File: src/shared/sbt_pkg.sv
// Shared constants and types for the sequential break and trace capture block.
package sbt_pkg;

  // APB register byte offsets.
  localparam logic [7:0] OFF_CTRL     = 8'h00;
  localparam logic [7:0] OFF_STATUS   = 8'h04;
  localparam logic [7:0] OFF_WA_START = 8'h08;
  localparam logic [7:0] OFF_WA_END   = 8'h0C;
  localparam logic [7:0] OFF_WB_START = 8'h10;
  localparam logic [7:0] OFF_WB_END   = 8'h14;
  localparam logic [7:0] OFF_BT_INDEX = 8'h18;
  localparam logic [7:0] OFF_BT_SRC   = 8'h1C;
  localparam logic [7:0] OFF_BT_DST   = 8'h20;
  localparam logic [7:0] OFF_BT_COUNT = 8'h24;
  localparam logic [7:0] OFF_IO_ADDR  = 8'h28;
  localparam logic [7:0] OFF_IO_DATA  = 8'h2C;
  localparam logic [7:0] OFF_TLB_PC   = 8'h30;

  // Control register field positions.
  localparam int CTRL_ARM_LO  = 0;
  localparam int CTRL_ARM_HI  = 3;
  localparam int CTRL_NONRT   = 4;
  localparam int CTRL_STOP    = 5;
  localparam int CTRL_CONT    = 6;
  localparam int CTRL_BR_EN   = 7;
  localparam int CTRL_WA_EN   = 8;
  localparam int CTRL_WB_EN   = 9;
  localparam int CTRL_SW_EN   = 10;
  localparam int CTRL_WA_MODE = 11;
  localparam int CTRL_WB_MODE = 13;
  localparam int CTRL_W       = 15;
  localparam logic [CTRL_W-1:0] CTRL_RESET = 15'h0000;

  // Status register field positions.
  localparam int ST_HALT = 0;
  localparam int ST_DROP = 1;
  localparam int ST_FULL = 2;
  localparam int ST_BUSY = 3;

  // Window cycle select bits: read qualifies, write qualifies.
  localparam int MODE_RD = 0;
  localparam int MODE_WR = 1;

  // Sequences: highest and lowest break condition index of each chain.
  localparam int SEQ_N = 4;
  localparam int SEQ_HI [SEQ_N] = '{1, 2, 3, 5};
  localparam int SEQ_LO [SEQ_N] = '{0, 0, 0, 4};

  localparam int ADDR_W = 32;
  localparam int DATA_W = 32;

  typedef enum logic [1:0] {AUX_BRANCH, AUX_WIN_A, AUX_WIN_B, AUX_SW} sbt_aux_t;
  typedef enum logic [1:0] {LEN_4, LEN_8, LEN_16, LEN_32} sbt_len_t;

endpackage

File: src/design/sbt_seq_break.sv
// Ordered break-condition sequence detector for one chain of stages.
module sbt_seq_break
  import sbt_pkg::*;
#(
  parameter int STAGES = 2
)(
  input  wire logic              clk,
  input  wire logic              rstn,
  input  wire logic              arm,
  input  wire logic [STAGES-1:0] cond,
  output logic                   hit
);
  localparam int SW = $clog2(STAGES);
  localparam logic [SW-1:0] LAST = SW'(STAGES - 1);

  logic [SW-1:0] stage;
  logic [SW-1:0] next_stage;
  logic          armQ;
  logic          next_armQ;

  // Stage s waits for cond[STAGES-1-s]; the top bit is the first condition.
  always_comb
  begin
    next_stage = stage;
    next_armQ  = arm;
    hit        = 1'b0;
    if (!arm || !armQ)
      next_stage = '0;
    else if (cond[LAST - stage])
    begin
      if (stage == LAST)
      begin
        hit        = 1'b1;
        next_stage = '0;
      end
      else
        next_stage = stage + 1'b1;
    end
  end

  // Progress registers.
  always_ff @(posedge clk or negedge rstn)
  begin
    if (!rstn)
    begin
      stage <= '0;
      armQ  <= 1'b0;
    end
    else
    begin
      stage <= next_stage;
      armQ  <= next_armQ;
    end
  end

  property p_rearm;
    @(posedge clk) disable iff (!rstn) arm && !armQ |=> stage == '0;
  endproperty
  a_rearm: assert property (p_rearm) else $error("Re-arm did not clear progress.");

  property p_order;
    @(posedge clk) disable iff (!rstn)
      arm && armQ && stage == '0 && cond[LAST] && !hit |=> stage == SW'(1);
  endproperty
  a_order: assert property (p_order) else $error("First condition did not advance.");
endmodule

File: src/design/sbt_debug_top.sv
// Sequential break, internal trace store and aux trace port record source.
// How it works
// - Chain 2-1 halts only when condition 2 then condition 1 match.
// - Chain 3-2-1 halts only after conditions 3, 2, 1 in order.
// - Chain 4-3-2-1 halts only after conditions 4, 3, 2, 1 in order.
// - Chain 6-5 halts only when condition 6 then condition 5 match.
// - Realtime mode: busy port drops the new branch record, CPU never stalls.
// - Non-realtime mode: busy port stalls the CPU until the slot frees.
// - Internal store keeps eight latest branches, up to 32 in continuous mode.
// - Internal I/O and TLB-load traces stay internal, never on the aux port.
// - Two address windows, A and B, each with start and end.
// - Each window qualifies reads, writes, or both.
// - Each window has its own enable and captures only while enabled.
// - Each branch record carries source and destination address.
// - Software trace records the instruction's PC and one register value.
// - Branch source is sent as its low 4, 8 or 16 bits when upper bits match.
// - Conditions 5 and 6 come from the user break unit, apart from 1 to 4.
//
// The implementer's own choices: the APB interface to the registers and the address map.
module sbt_debug_top
  import sbt_pkg::*;
#(
  parameter int BT_BASE  = 8,
  parameter int BT_DEPTH = 32
)(
  input  wire logic              clk,
  input  wire logic              rstn,
  input  wire logic              psel,
  input  wire logic              penable,
  input  wire logic              pwrite,
  input  wire logic [7:0]        paddr,
  input  wire logic [DATA_W-1:0] pwdata,
  output logic                   pready,
  output logic [DATA_W-1:0]      prdata,
  output logic                   pslverr,
  input  wire logic [3:0]        brkCond,
  input  wire logic [1:0]        userBreakCond,
  input  wire logic              branchValid,
  input  wire logic [ADDR_W-1:0] branchSrc,
  input  wire logic [ADDR_W-1:0] branchDst,
  input  wire logic              busValid,
  input  wire logic              busWrite,
  input  wire logic [ADDR_W-1:0] busAddr,
  input  wire logic [DATA_W-1:0] busData,
  input  wire logic              swTraceValid,
  input  wire logic [ADDR_W-1:0] swTracePc,
  input  wire logic [DATA_W-1:0] swTraceReg,
  input  wire logic              ioValid,
  input  wire logic [ADDR_W-1:0] ioAddr,
  input  wire logic [DATA_W-1:0] ioData,
  input  wire logic              tlbLoadValid,
  input  wire logic [ADDR_W-1:0] tlbLoadPc,
  input  wire logic              auxReady,
  output logic                   haltReq,
  output logic                   cpuStall,
  output logic                   auxValid,
  output sbt_aux_t               auxType,
  output sbt_len_t               auxLen,
  output logic [2*DATA_W-1:0]    auxData
);
  localparam int PW = $clog2(BT_DEPTH);
  localparam int CW = PW + 1;

  // Inclusive window match with read/write qualification.
  function automatic logic winMatch(input logic [ADDR_W-1:0] a, s, e,
                                    input logic [1:0] mode, input logic wr);
    return (a >= s) && (a <= e) && (wr ? mode[MODE_WR] : mode[MODE_RD]);
  endfunction

  // Shortest length whose upper bits match the previous source.
  function automatic sbt_len_t srcLen(input logic [ADDR_W-1:0] n, p);
    if (n[31:4] == p[31:4])
      return LEN_4;
    else if (n[31:8] == p[31:8])
      return LEN_8;
    else if (n[31:16] == p[31:16])
      return LEN_16;
    return LEN_32;
  endfunction

  logic [CTRL_W-1:0] ctrl, next_ctrl;
  logic [ADDR_W-1:0] waStart, waEnd, wbStart, wbEnd;
  logic [ADDR_W-1:0] next_waStart, next_waEnd, next_wbStart, next_wbEnd;
  logic [PW-1:0]     btIdx, next_btIdx;
  logic              dropFlag, next_dropFlag, next_haltReq;
  logic              next_pready, next_pslverr;
  logic [DATA_W-1:0] next_prdata;
  logic              wrEn, setup;

  wire logic       nonRt  = ctrl[CTRL_NONRT];
  wire logic       cont   = ctrl[CTRL_CONT];
  wire logic       brEn   = ctrl[CTRL_BR_EN];
  wire logic [1:0] waMode = ctrl[CTRL_WA_MODE +: 2];
  wire logic [1:0] wbMode = ctrl[CTRL_WB_MODE +: 2];

  // Break conditions 1..6; 5 and 6 arrive from the user break unit.
  wire logic [5:0] allCond = {userBreakCond, brkCond};
  logic [SEQ_N-1:0] seqHit;

  // One ordered detector per sequence chain.
  generate
    for (genvar g = 0; g < SEQ_N; g++)
    begin : g_seq
      sbt_seq_break #(.STAGES(SEQ_HI[g] - SEQ_LO[g] + 1)) u_seq (
        .clk  (clk),
        .rstn (rstn),
        .arm  (ctrl[CTRL_ARM_LO + g]),
        .cond (allCond[SEQ_HI[g]:SEQ_LO[g]]),
        .hit  (seqHit[g])
      );
    end
  endgenerate

  // Aux record slot: priority branch, window A, window B, software trace.
  logic slotFree, branchGo, winAHit, winBHit, swHit;
  logic next_auxValid, next_cpuStall;
  sbt_aux_t next_auxType;
  sbt_len_t next_auxLen;
  logic [2*DATA_W-1:0] next_auxData;
  logic [ADDR_W-1:0] lastSrc, next_lastSrc;

  always_comb
  begin
    slotFree = !auxValid || auxReady;
    branchGo = branchValid && brEn && (slotFree || !nonRt);
    winAHit  = ctrl[CTRL_WA_EN] && busValid
               && winMatch(busAddr, waStart, waEnd, waMode, busWrite);
    winBHit  = ctrl[CTRL_WB_EN] && busValid
               && winMatch(busAddr, wbStart, wbEnd, wbMode, busWrite);
    swHit    = ctrl[CTRL_SW_EN] && swTraceValid;
    next_auxValid = auxValid && !auxReady;
    next_auxType  = auxType;
    next_auxLen   = auxLen;
    next_auxData  = auxData;
    next_lastSrc  = lastSrc;
    next_cpuStall = nonRt && branchValid && brEn && !slotFree;
    // A write of one clears the drop flag; a drop later in this process still wins.
    next_dropFlag = dropFlag && !(wrEn && paddr == OFF_STATUS && pwdata[ST_DROP]);
    if (slotFree)
    begin
      if (branchGo)
      begin
        next_auxValid = 1'b1;
        next_auxType  = AUX_BRANCH;
        next_auxLen   = srcLen(branchSrc, lastSrc);
        next_auxData  = {branchDst, branchSrc};
        next_lastSrc  = branchSrc;
      end
      else if (winAHit || winBHit)
      begin
        next_auxValid = 1'b1;
        next_auxType  = winAHit ? AUX_WIN_A : AUX_WIN_B;
        next_auxLen   = LEN_32;
        next_auxData  = {busData, busAddr};
      end
      else if (swHit)
      begin
        next_auxValid = 1'b1;
        next_auxType  = AUX_SW;
        next_auxLen   = LEN_32;
        next_auxData  = {swTraceReg, swTracePc};
      end
    end
    else if (branchGo)
      next_dropFlag = 1'b1;
  end

  // Aux port and stall registers.
  always_ff @(posedge clk or negedge rstn)
  begin
    if (!rstn)
    begin
      auxValid <= 1'b0;
      auxType  <= AUX_BRANCH;
      auxLen   <= LEN_32;
      auxData  <= '0;
      lastSrc  <= '0;
      cpuStall <= 1'b0;
      dropFlag <= 1'b0;
    end
    else
    begin
      auxValid <= next_auxValid;
      auxType  <= next_auxType;
      auxLen   <= next_auxLen;
      auxData  <= next_auxData;
      lastSrc  <= next_lastSrc;
      cpuStall <= next_cpuStall;
      dropFlag <= next_dropFlag;
    end
  end

  // Internal branch store: eight-entry ring, or up to 32 in continuous mode.
  logic [ADDR_W-1:0] btSrc [BT_DEPTH];
  logic [ADDR_W-1:0] btDst [BT_DEPTH];
  logic [PW-1:0]     wrPtr, next_wrPtr;
  logic [CW-1:0]     btCount, next_btCount, limit;
  logic              storeFull, capture;

  always_comb
  begin
    limit        = cont ? CW'(BT_DEPTH) : CW'(BT_BASE);
    storeFull    = btCount >= limit;
    capture      = branchGo && !(storeFull && cont && ctrl[CTRL_STOP]);
    next_wrPtr   = wrPtr;
    next_btCount = btCount;
    if (capture)
    begin
      next_wrPtr = (CW'(wrPtr) + 1'b1 >= limit) ? '0 : wrPtr + 1'b1;
      if (!storeFull)
        next_btCount = btCount + 1'b1;
    end
  end

  // Store pointer registers.
  always_ff @(posedge clk or negedge rstn)
  begin
    if (!rstn)
    begin
      wrPtr   <= '0;
      btCount <= '0;
    end
    else
    begin
      wrPtr   <= next_wrPtr;
      btCount <= next_btCount;
    end
  end

  // Store contents are written in place by index.
  always_ff @(posedge clk)
  begin
    if (capture)
    begin
      btSrc[wrPtr] <= branchSrc;
      btDst[wrPtr] <= branchDst;
    end
  end

  // Internal-only I/O and TLB-load capture.
  logic [ADDR_W-1:0] ioAddrQ, tlbPcQ;
  logic [DATA_W-1:0] ioDataQ;
  always_ff @(posedge clk or negedge rstn)
  begin
    if (!rstn)
    begin
      ioAddrQ <= '0;
      ioDataQ <= '0;
      tlbPcQ  <= '0;
    end
    else
    begin
      if (ioValid && cont)
      begin
        ioAddrQ <= ioAddr;
        ioDataQ <= ioData;
      end
      if (tlbLoadValid && cont)
        tlbPcQ <= tlbLoadPc;
    end
  end

  // APB slave: setup loads read data, one access cycle completes.
  always_comb
  begin
    setup        = psel && !penable;
    wrEn         = psel && penable && pready && pwrite;
    next_pready  = setup;
    next_pslverr = 1'b0;
    next_prdata  = '0;
    next_ctrl    = ctrl;
    next_waStart = waStart;
    next_waEnd   = waEnd;
    next_wbStart = wbStart;
    next_wbEnd   = wbEnd;
    next_btIdx   = btIdx;
    unique case (paddr)
      OFF_CTRL:     next_prdata = DATA_W'(ctrl);
      OFF_STATUS:   next_prdata = DATA_W'({auxValid, storeFull, dropFlag, haltReq});
      OFF_WA_START: next_prdata = waStart;
      OFF_WA_END:   next_prdata = waEnd;
      OFF_WB_START: next_prdata = wbStart;
      OFF_WB_END:   next_prdata = wbEnd;
      OFF_BT_INDEX: next_prdata = DATA_W'(btIdx);
      OFF_BT_SRC:   next_prdata = btSrc[btIdx];
      OFF_BT_DST:   next_prdata = btDst[btIdx];
      OFF_BT_COUNT: next_prdata = DATA_W'(btCount);
      OFF_IO_ADDR:  next_prdata = ioAddrQ;
      OFF_IO_DATA:  next_prdata = ioDataQ;
      OFF_TLB_PC:   next_prdata = tlbPcQ;
      default:      next_pslverr = setup;
    endcase
    if (!setup || pwrite)
      next_prdata = prdata;
    if (wrEn)
    begin
      unique case (paddr)
        OFF_CTRL:     next_ctrl    = pwdata[CTRL_W-1:0];
        OFF_WA_START: next_waStart = pwdata;
        OFF_WA_END:   next_waEnd   = pwdata;
        OFF_WB_START: next_wbStart = pwdata;
        OFF_WB_END:   next_wbEnd   = pwdata;
        OFF_BT_INDEX: next_btIdx   = pwdata[PW-1:0];
        default:      next_ctrl    = ctrl;
      endcase
    end
    // Halt is sticky; a new hit wins over a clear in the same cycle.
    next_haltReq = (|seqHit)
                   || (haltReq && !(wrEn && paddr == OFF_STATUS && pwdata[ST_HALT]));
  end

  // Register file and halt registers.
  always_ff @(posedge clk or negedge rstn)
  begin
    if (!rstn)
    begin
      pready  <= 1'b0;
      pslverr <= 1'b0;
      prdata  <= '0;
      ctrl    <= CTRL_RESET;
      waStart <= '0;
      waEnd   <= '0;
      wbStart <= '0;
      wbEnd   <= '0;
      btIdx   <= '0;
      haltReq <= 1'b0;
    end
    else
    begin
      pready  <= next_pready;
      pslverr <= next_pslverr;
      prdata  <= next_prdata;
      ctrl    <= next_ctrl;
      waStart <= next_waStart;
      waEnd   <= next_waEnd;
      wbStart <= next_wbStart;
      wbEnd   <= next_wbEnd;
      btIdx   <= next_btIdx;
      haltReq <= next_haltReq;
    end
  end

  property p_halt;
    @(posedge clk) disable iff (!rstn) |seqHit |=> haltReq;
  endproperty
  a_halt: assert property (p_halt) else $error("Sequence hit did not halt.");

  property p_rt_nostall;
    @(posedge clk) disable iff (!rstn) !nonRt |=> !cpuStall;
  endproperty
  a_rt_nostall: assert property (p_rt_nostall) else $error("Realtime mode stalled.");

  property p_rt_drop;
    @(posedge clk) disable iff (!rstn)
      !nonRt && branchValid && brEn && auxValid && !auxReady |=> dropFlag && auxType == $past(auxType);
  endproperty
  a_rt_drop: assert property (p_rt_drop) else $error("Busy branch not dropped.");

  property p_nrt_stall;
    @(posedge clk) disable iff (!rstn)
      nonRt && branchValid && brEn && auxValid && !auxReady |=> cpuStall && auxValid;
  endproperty
  a_nrt_stall: assert property (p_nrt_stall) else $error("Busy branch did not stall.");

  property p_hold;
    @(posedge clk) disable iff (!rstn) auxValid && !auxReady |=> auxValid && $stable(auxData);
  endproperty
  a_hold: assert property (p_hold) else $error("Record changed before taken.");

  property p_branch;
    @(posedge clk) disable iff (!rstn)
      slotFree && branchValid && brEn |=> auxType == AUX_BRANCH && auxData == {$past(branchDst), $past(branchSrc)};
  endproperty
  a_branch: assert property (p_branch) else $error("Branch record wrong.");

  property p_win;
    @(posedge clk) disable iff (!rstn)
      slotFree && !branchGo && winAHit |=> auxValid && auxType == AUX_WIN_A;
  endproperty
  a_win: assert property (p_win) else $error("Window A access not traced.");

  property p_sw;
    @(posedge clk) disable iff (!rstn)
      slotFree && !branchGo && !winAHit && !winBHit && swHit |=> auxType == AUX_SW
        && auxData == {$past(swTraceReg), $past(swTracePc)};
  endproperty
  a_sw: assert property (p_sw) else $error("Software trace record wrong.");

  property p_count;
    @(posedge clk) disable iff (!rstn) btCount <= CW'(BT_DEPTH) && (cont || btCount <= CW'(BT_BASE));
  endproperty
  a_count: assert property (p_count) else $error("Branch store overfilled.");

  c_halt:  cover property (@(posedge clk) disable iff (!rstn) seqHit[3]);
  c_drop:  cover property (@(posedge clk) disable iff (!rstn) $rose(dropFlag));
  c_stall: cover property (@(posedge clk) disable iff (!rstn) cpuStall ##1 !cpuStall);
endmodule

File: config.mk
export PLATFORM = sky130hd
export DESIGN_NAME = sbt_debug_top
export DESIGN_NICKNAME = d
export VERILOG_FILES = /design/src/shared/sbt_pkg.sv /design/src/design/sbt_seq_break.sv /design/src/design/sbt_debug_top.sv
export SDC_FILE = /design/constraint.sdc
export NUM_CORES = 2
export LEC_CHECK = 0
export ABC_AREA = 0
export BUFFER_PORTS_ARGS = -buffer_cell sky130_fd_sc_hd__buf_4
export CAP_MARGIN = 5
export CORE_MARGIN = 8
export CORE_UTILIZATION = 55
export CTS_CLUSTER_DIAMETER = 120
export CTS_CLUSTER_SIZE = 30
export DETAILED_ROUTE_END_ITERATION = 16
export PLACE_DENSITY = 0.83
export SLEW_MARGIN = 0
export SYNTH_ARGS = -nofsm -noshare
export SYNTH_HDL_FRONTEND = slang
export SYNTH_SLANG_ARGS = --single-unit
File: constraint.sdc
create_clock -name clk -period 5.3 [get_ports clk]
set_input_delay 0.265 -clock clk [delete_from_list [all_inputs] [get_ports clk]]
set_output_delay 0.265 -clock clk [all_outputs]
set_load 0.02 [all_outputs]
# After elaboration in Yosys (flattened, before gate mapping)
# Memory sizes are Yosys's and may differ from the RTL's.
# Index checks and enable logic that the tools add are counted.
[totals]
ff_bits = 403
ramBits = 2048
mem_count = 2
output_inout_bits = 105
[memory_table]
columns = ["memory", "words", "word_bits", "read_ports", "rd_clocked_by_memory_dff", "wr", "line_no", "rtl"]
rows = [
  ["btDst", 32, 32, 1, 0, 1, "sbt_debug_top.sv:195", "logic [ADDR_W-1:0] btDst [BT_DEPTH];"],
  ["btSrc", 32, 32, 1, 0, 1, "sbt_debug_top.sv:194", "logic [ADDR_W-1:0] btSrc [BT_DEPTH];"],
]
[classes]
bitwise_logic = 1
muxes = 64
addsub = 11
n_reduce_logical = 72
eq_ne = 17
n_lt_le_gt_ge = 10
[op_table]
columns = ["cell", "n"]
rows = [
  ["$pmux 32 s13", 1],
  ["$mux 64", 3],
  ["$ge 32x32->1", 2],
  ["$le 32x32->1", 2],
  ["$eq 8x6->1 const B", 5],
  ["$mux 1", 40],
  ["$eq 8x5->1 const B", 4],
  ["$mux 2", 16],
  ["$logic_and 1x1->1", 29],
  ["$eq 28x28->1", 1],
  ["$eq 24x24->1", 1],
  ["$reduce_and 2->1", 9],
  ["$logic_not 1->1", 17],
  ["$eq 16x16->1", 1],
  ["$eq 8x4->1 const B", 2],
  ["$reduce_or 13->1", 1],
  ["$ge 6x6->1", 2],
  ["$logic_or 1x1->1", 9],
  ["$eq 8x3->1 const B", 1],
  ["$logic_not 8->1", 1],
  ["$reduce_bool 2->1", 4],
  ["$add 5x1->6 const B", 1],
  ["$add 6x1->6 const B", 1],
  ["$lt 2x3->1 const B", 2],
  ["13 further kinds", 20],
]

# Depth between registers and ports, before layout
[logic_depth]
word_depth = 9
depth_mapped = 13

# Cells and area by module
# A second synthesis with hierarchy kept.
[hier_totals]
hier_cells = 5112
hier_area_um2 = 99651.8
[by_module_without_submodules]
columns = ["mod", "area_each_um2", "seq_area_each_um2", "cells_each", "n_inst"]
rows = [
  ["sbt_debug_top", 99088.8, 71235.8, 5059, 1],
  ["sbt_seq_break (g_seq[1].u_seq)", 225.2, 75.1, 23, 1],
  ["sbt_seq_break (g_seq[2].u_seq)", 182.7, 75.1, 16, 1],
  ["sbt_seq_break (g_seq[0].u_seq ...)", 77.6, 50.0, 7, 2],
]

# Worst setup path after synthesis
# No wires, ideal clock.
[synth_path]
kind = "reg-to-reg"
startpoint = "reg ctrl[6]"
endpoint = "mem btDst[12][0] (enable)"
setup_ns = 0.487
t_required_ns = 4.813
arrival_time_ns = 4.475
path_buffers = 1
path_stages_with_launch = 10
setup_slack_ns = 0.339
cell_sequence = "dfrtp_1 -> clkbuf_1 -> inv_1 -> ha_1 -> nand3b_1 -> nand3b_1 -> a21o_1 -> a31oi_1 -> nand2_1 -> nor2_1"
[synth_between]
elab_chain_len = 8
[synth_rtl]
columns = ["element", "line_no", "rtl"]
rows = [
  ["start: declaration", "sbt_debug_top.sv:81", "logic [CTRL_W-1:0] ctrl, next_ctrl;"],
  ["start signal: assignment", "sbt_debug_top.sv:333", "ctrl <= next_ctrl;"],
  ["$mux 6", "sbt_debug_top.sv:202", "limit = cont ? CW'(BT_DEPTH) : CW'(BT_BASE);"],
  ["$ge 6x6->1", "sbt_debug_top.sv:203", "storeFull = btCount >= limit;"],
  ["$logic_and 1x1->1 * (2 in series)", "sbt_debug_top.sv:204", "capture = branchGo && !(storeFull && cont && ctrl[CTRL_STOP]);"],
  ["$logic_not 1->1 *", "sbt_debug_top.sv:204", ""],
  ["$logic_and 1x1->1 *", "sbt_debug_top.sv:204", ""],
  ["$mux 1 *", "sbt_debug_top.sv:233", "if (capture)"],
  ["$mux 1 (implied by the code) *", "sbt_debug_top.sv:236", "btDst[wrPtr] <= branchDst;"],
  ["end: declaration", "sbt_debug_top.sv:195", ""],
]
# Mark *: on every way between the ends. The rest lies on a longest branch, timed or not.

# Worst setup path after layout
[layout_path]
startpoint = "reg wbEnd[28]"
endpoint = "reg auxData[46]"
[layout_between]
elab_chain_len = 7
[layout_rtl]
columns = ["element", "line_no", "rtl"]
rows = [
  ["start: declaration", "sbt_debug_top.sv:82", "logic [ADDR_W-1:0] waStart, waEnd, wbStart, wbEnd;"],
  ["start signal: assignment", "sbt_debug_top.sv:337", "wbEnd <= next_wbEnd;"],
  ["$le 32x32->1 *", "sbt_debug_top.sv:67", "return (a >= s) && (a <= e) && (wr ? mode[MODE_WR] : mode[MODE_RD]);"],
  ["$logic_and 1x1->1 * (2 in series)", "sbt_debug_top.sv:67", ""],
  ["$logic_and 1x1->1 *", "sbt_debug_top.sv:129", "&& winMatch(busAddr, wbStart, wbEnd, wbMode, busWrite);"],
  ["$logic_or 1x1->1 *", "sbt_debug_top.sv:149", "else if (winAHit || winBHit)"],
  ["$reduce_bool 3->1 (no line) / $mux 64 (equally long branches)", "n/a", ""],
  ["$reduce_and 2->1 (no line) / $mux 64 (equally long branches)", "n/a", ""],
  ["end signal: assignment", "sbt_debug_top.sv:186", "auxData <= next_auxData;"],
  ["end: declaration", "sbt_debug_top.sv:59", "output logic [2*DATA_W-1:0] auxData"],
]
# Marks and branches as above.
# A chain may end at the register's enable or synchronous reset.

==> flow_summary.yaml <==
grt:
  grt_start_max_net_pins: 132
  grt_util_all_layers: 0.326
  global_route.overflow_total: 0
  antenna_violations_before_repair: 49
  grt_pass1_wl_mm: 447
  first_global_vias: 59400
clock_network:
  clock_tree.root_cell: "clkbuf_16"
  worst_setup_hold_path_clk_slew_ps: 120
  cts-resized-gates: 0
  holdBufCountCts: 305
  cts_htree_levels: 3
  sinks_on_clock_net: 2447
  tritoncts: "done"
  clock_tree.buffer_depth: 3
  tritoncts.num_buffers: 92
  clk-insertion-delay-late_ps: 790
  postCtsSetupBuffers: 0
min_path:
  hold_depth: 5
  worst_hold_startpoint: "paddr[2]"
  hold_end: "haltReq"
  hp_class: "primary input to register"
drt:
  detail_route.wirelength_mm: 323
  drt-wirelength-per-cell_um: 39.0
  drc: 0
  route.antenna.remaining_nets: 0
  met3RoutedLength_mm: 44.3
  highest_layer: "met5"
  detailedRoute.firstPassIterationCount: 8
  vias: 58600
  route.met2.wl_mm: 150
  drt-initial-drc-count: 10300
  vias_per_cell: 7.06
  routed_length_on_met1_mm: 99.5
floorplanning:
  floorplan.rows: 156
  floorplan.core_area_mm2: 0.180
  die_area_mm2: 0.194
  starting_density_of_the_core: 0.551
  die_x_um: 441
  i_o_pin_total: 451
  die_height_um: 441
logic_synthesis:
  synthXorXnorAreaFrac: 0.00300
  yosys_register_bits: 2447
  ys_async_sr_fraction: 0.163
  synthAdderAreaFrac: 0.0180
  synth-main-ff-cell: "edfxtp_1"
  avgSynthCellArea_um2: 19.6
  share_of_the_synthesized_area_in_compound_gates_ao_oa_aoi_oai: 0.0336
  synth_enable_flop_cells: 2048
  syn-instance-count: 5074
  synth.yosys.seq_area_share: 0.720
  synth.area.mux_share: 0.182
  number_of_nets_in_the_synthesized_netlist: 5563
  ys_warn_count: 0
  largest_family_of_logic_cells_by_synthesized_area: "multiplexers"
  post_synth_num_cell_types: 63
  synth_top_cell_area_share: 0.619
  ys_top_cells_by_area: "edfxtp_1 62%, mux4_2 14%, dfrtp_1 10%, mux2_2 3.1%, ha_1 1.8%"
  syn-cell-area_mm2: 0.0993
  synth-simple-area-share: 0.0269
  synth_area_leader_cell: "edfxtp_1"
critical_path:
  path_max_fanout: 65
  timing_worst_setup_path_type: "register to register"
  cp_data_required_time_ps: 5950
  r2r_end: "auxData[46]"
  r2r.worst_path.cells: 12
  cp-start-kind: "register"
  worst-endpoint-arrival_ps: 5850
  critical_path.reg2reg.startpoint: "wbEnd[28]"
  crit_end_category: "register"
  setup.reg_to_reg.worst_slack_ps: 100
  timing.critical_path.from: "wbEnd[28]"
final_layout:
  fraction_of_layout_cells_with_a_size_suffix_above_1: 0.285
  final_nets: 6304
  area_growth_pct: 13.6
  most_common_library_cell_in_the_layout_ignoring_fill_and_taps: "edfxtp_1"
  final_util: 0.626
  final_cell_mix: "2048 x edfxtp_1, 628 x mux4_2, 554 x buf_4, 392 x dfrtp_1, 305 x dlygate4sd3_1"
  top_regs: "btDst: 1024 flops, btSrc: 1024 flops, auxData: 64 flops"
  post-route-cell-area_mm2: 0.113
timing:
  timing_worst_slew_pin_value_ps: 1280
  setup_tns_ps: 0
  post-route-period-util: 0.981
  fmax_mhz: 192
  finClkSkew_ps: 59.2
  worst_hold_slack_ps: 52.2
  final.min_clock_period_ps: 5200
  report.final.slew_viol_count: 0
  final-setup-viol-count: 0
  rsz0062_at_grt: "no"
  rel_slew_slack: 0.143
  finalHoldViolCount: 0
power_and_ir_drop:
  worst_ir_drop_vdd_mv: 0.312
  p_leak_uw: 0.0380
  fin_total_pwr_uw: 31800
  power_density_mw_per_mm2: 282
place:
  place_congestion: 0.918
  dp_hpwl_mm: 186
  io_buffer_count: 450
  placed_area_mm2: 0.107
run_status:
  outcome: "completed"
job:
  drv_cap: 0
metal layers:
layer  GRT usage  up-vias
li1            -    22100
met1       0.392    29500
met2       0.513     5618
met3      0.0847     1295
met4       0.240       14
met5           0        -
stage by stage:
stage	cells	setup slack, ps
global placement	7786	745
CTS	8262	433
detailed placement	7786	683
global route	8288	93.3
finish	8297	103
floorplan	5074	339
where the power goes:
part	total [µW]	leakage, µW	switching [µW]	internal [µW]
Sequential	21100	0.0239	140	20900
Combinational	1490	0.0128	874	612
Clock	9200	0.00128	5780	3420
Total	31800	0.0380	6790	25000
layout make-up:
cell class                 count  area (µm²)
antenna                       35        87.6
sequential                  2447       71500
clock inverter                 7         109
fill                       11500       67400
tap                         2370        2970
inverter                     138         518
multi-input combinational   2214       26500
clock buffer                 164        2590
timing repair buffer         922        8470
how the worst max path moves through the flow:
stage	to	slack [ps]	cells past startpoint
floorplan	btDst[12][0]	340	9
global placement	auxData[60]	740	11
detailed placement	auxData[60]	680	11
CTS	auxData[37]	430	12
global route	auxData[46]	90	12
finish	auxData[46]	100	12
critical path, cell delays in order (launching register included):
cell	delay, ps
dfrtp_1	450
inv_1	80
ha_1	290
nand4_1	240
nor4_1	1070
nand4b_1	410
and2_1	340
a221o_4	420
buf_4	440
nand3_1	290
nand3_1	120
dlygate4sd3_1	650
a22o_1	190
kinds of logic (layout without fill, tap and decap cells):
group,after synthesis,after routing
adders and majority gates,143,143
buffers and inverters,413,1231
xor gates and xnor gates,34,34
AOI/OAI and AO/OA,476,476
muxes,983,983
DFF,2447,2447
other,0,35
and+or+nand+nor,578,578
synth_stat cells, drive strengths merged (3+ instances only):
cell type	number
o211ai	3
buf	122
nand3b	7
inv	138
dfrtp	397
or3	3
clkbuf	153
a221oi	11
o21ai	89
o22ai	32
nor3	10
and4	7
a21oi	95
a2111oi	6
nand4	31
ha	143
xnor2	20
nand2	82
a22oi	33
a221o	4
o31a	4
nor4	6
o21a	8
a211oi	48
mux4	628
and2	7
mux2i	78
a222oi	45
mux2	277
nor2	229
nand2b	5
a21o	12
xor2	14
edfxtp	2048
a22o	72
nor2b	15
nand3	165
No activity file was read; power rests on OpenSTA's default activity.
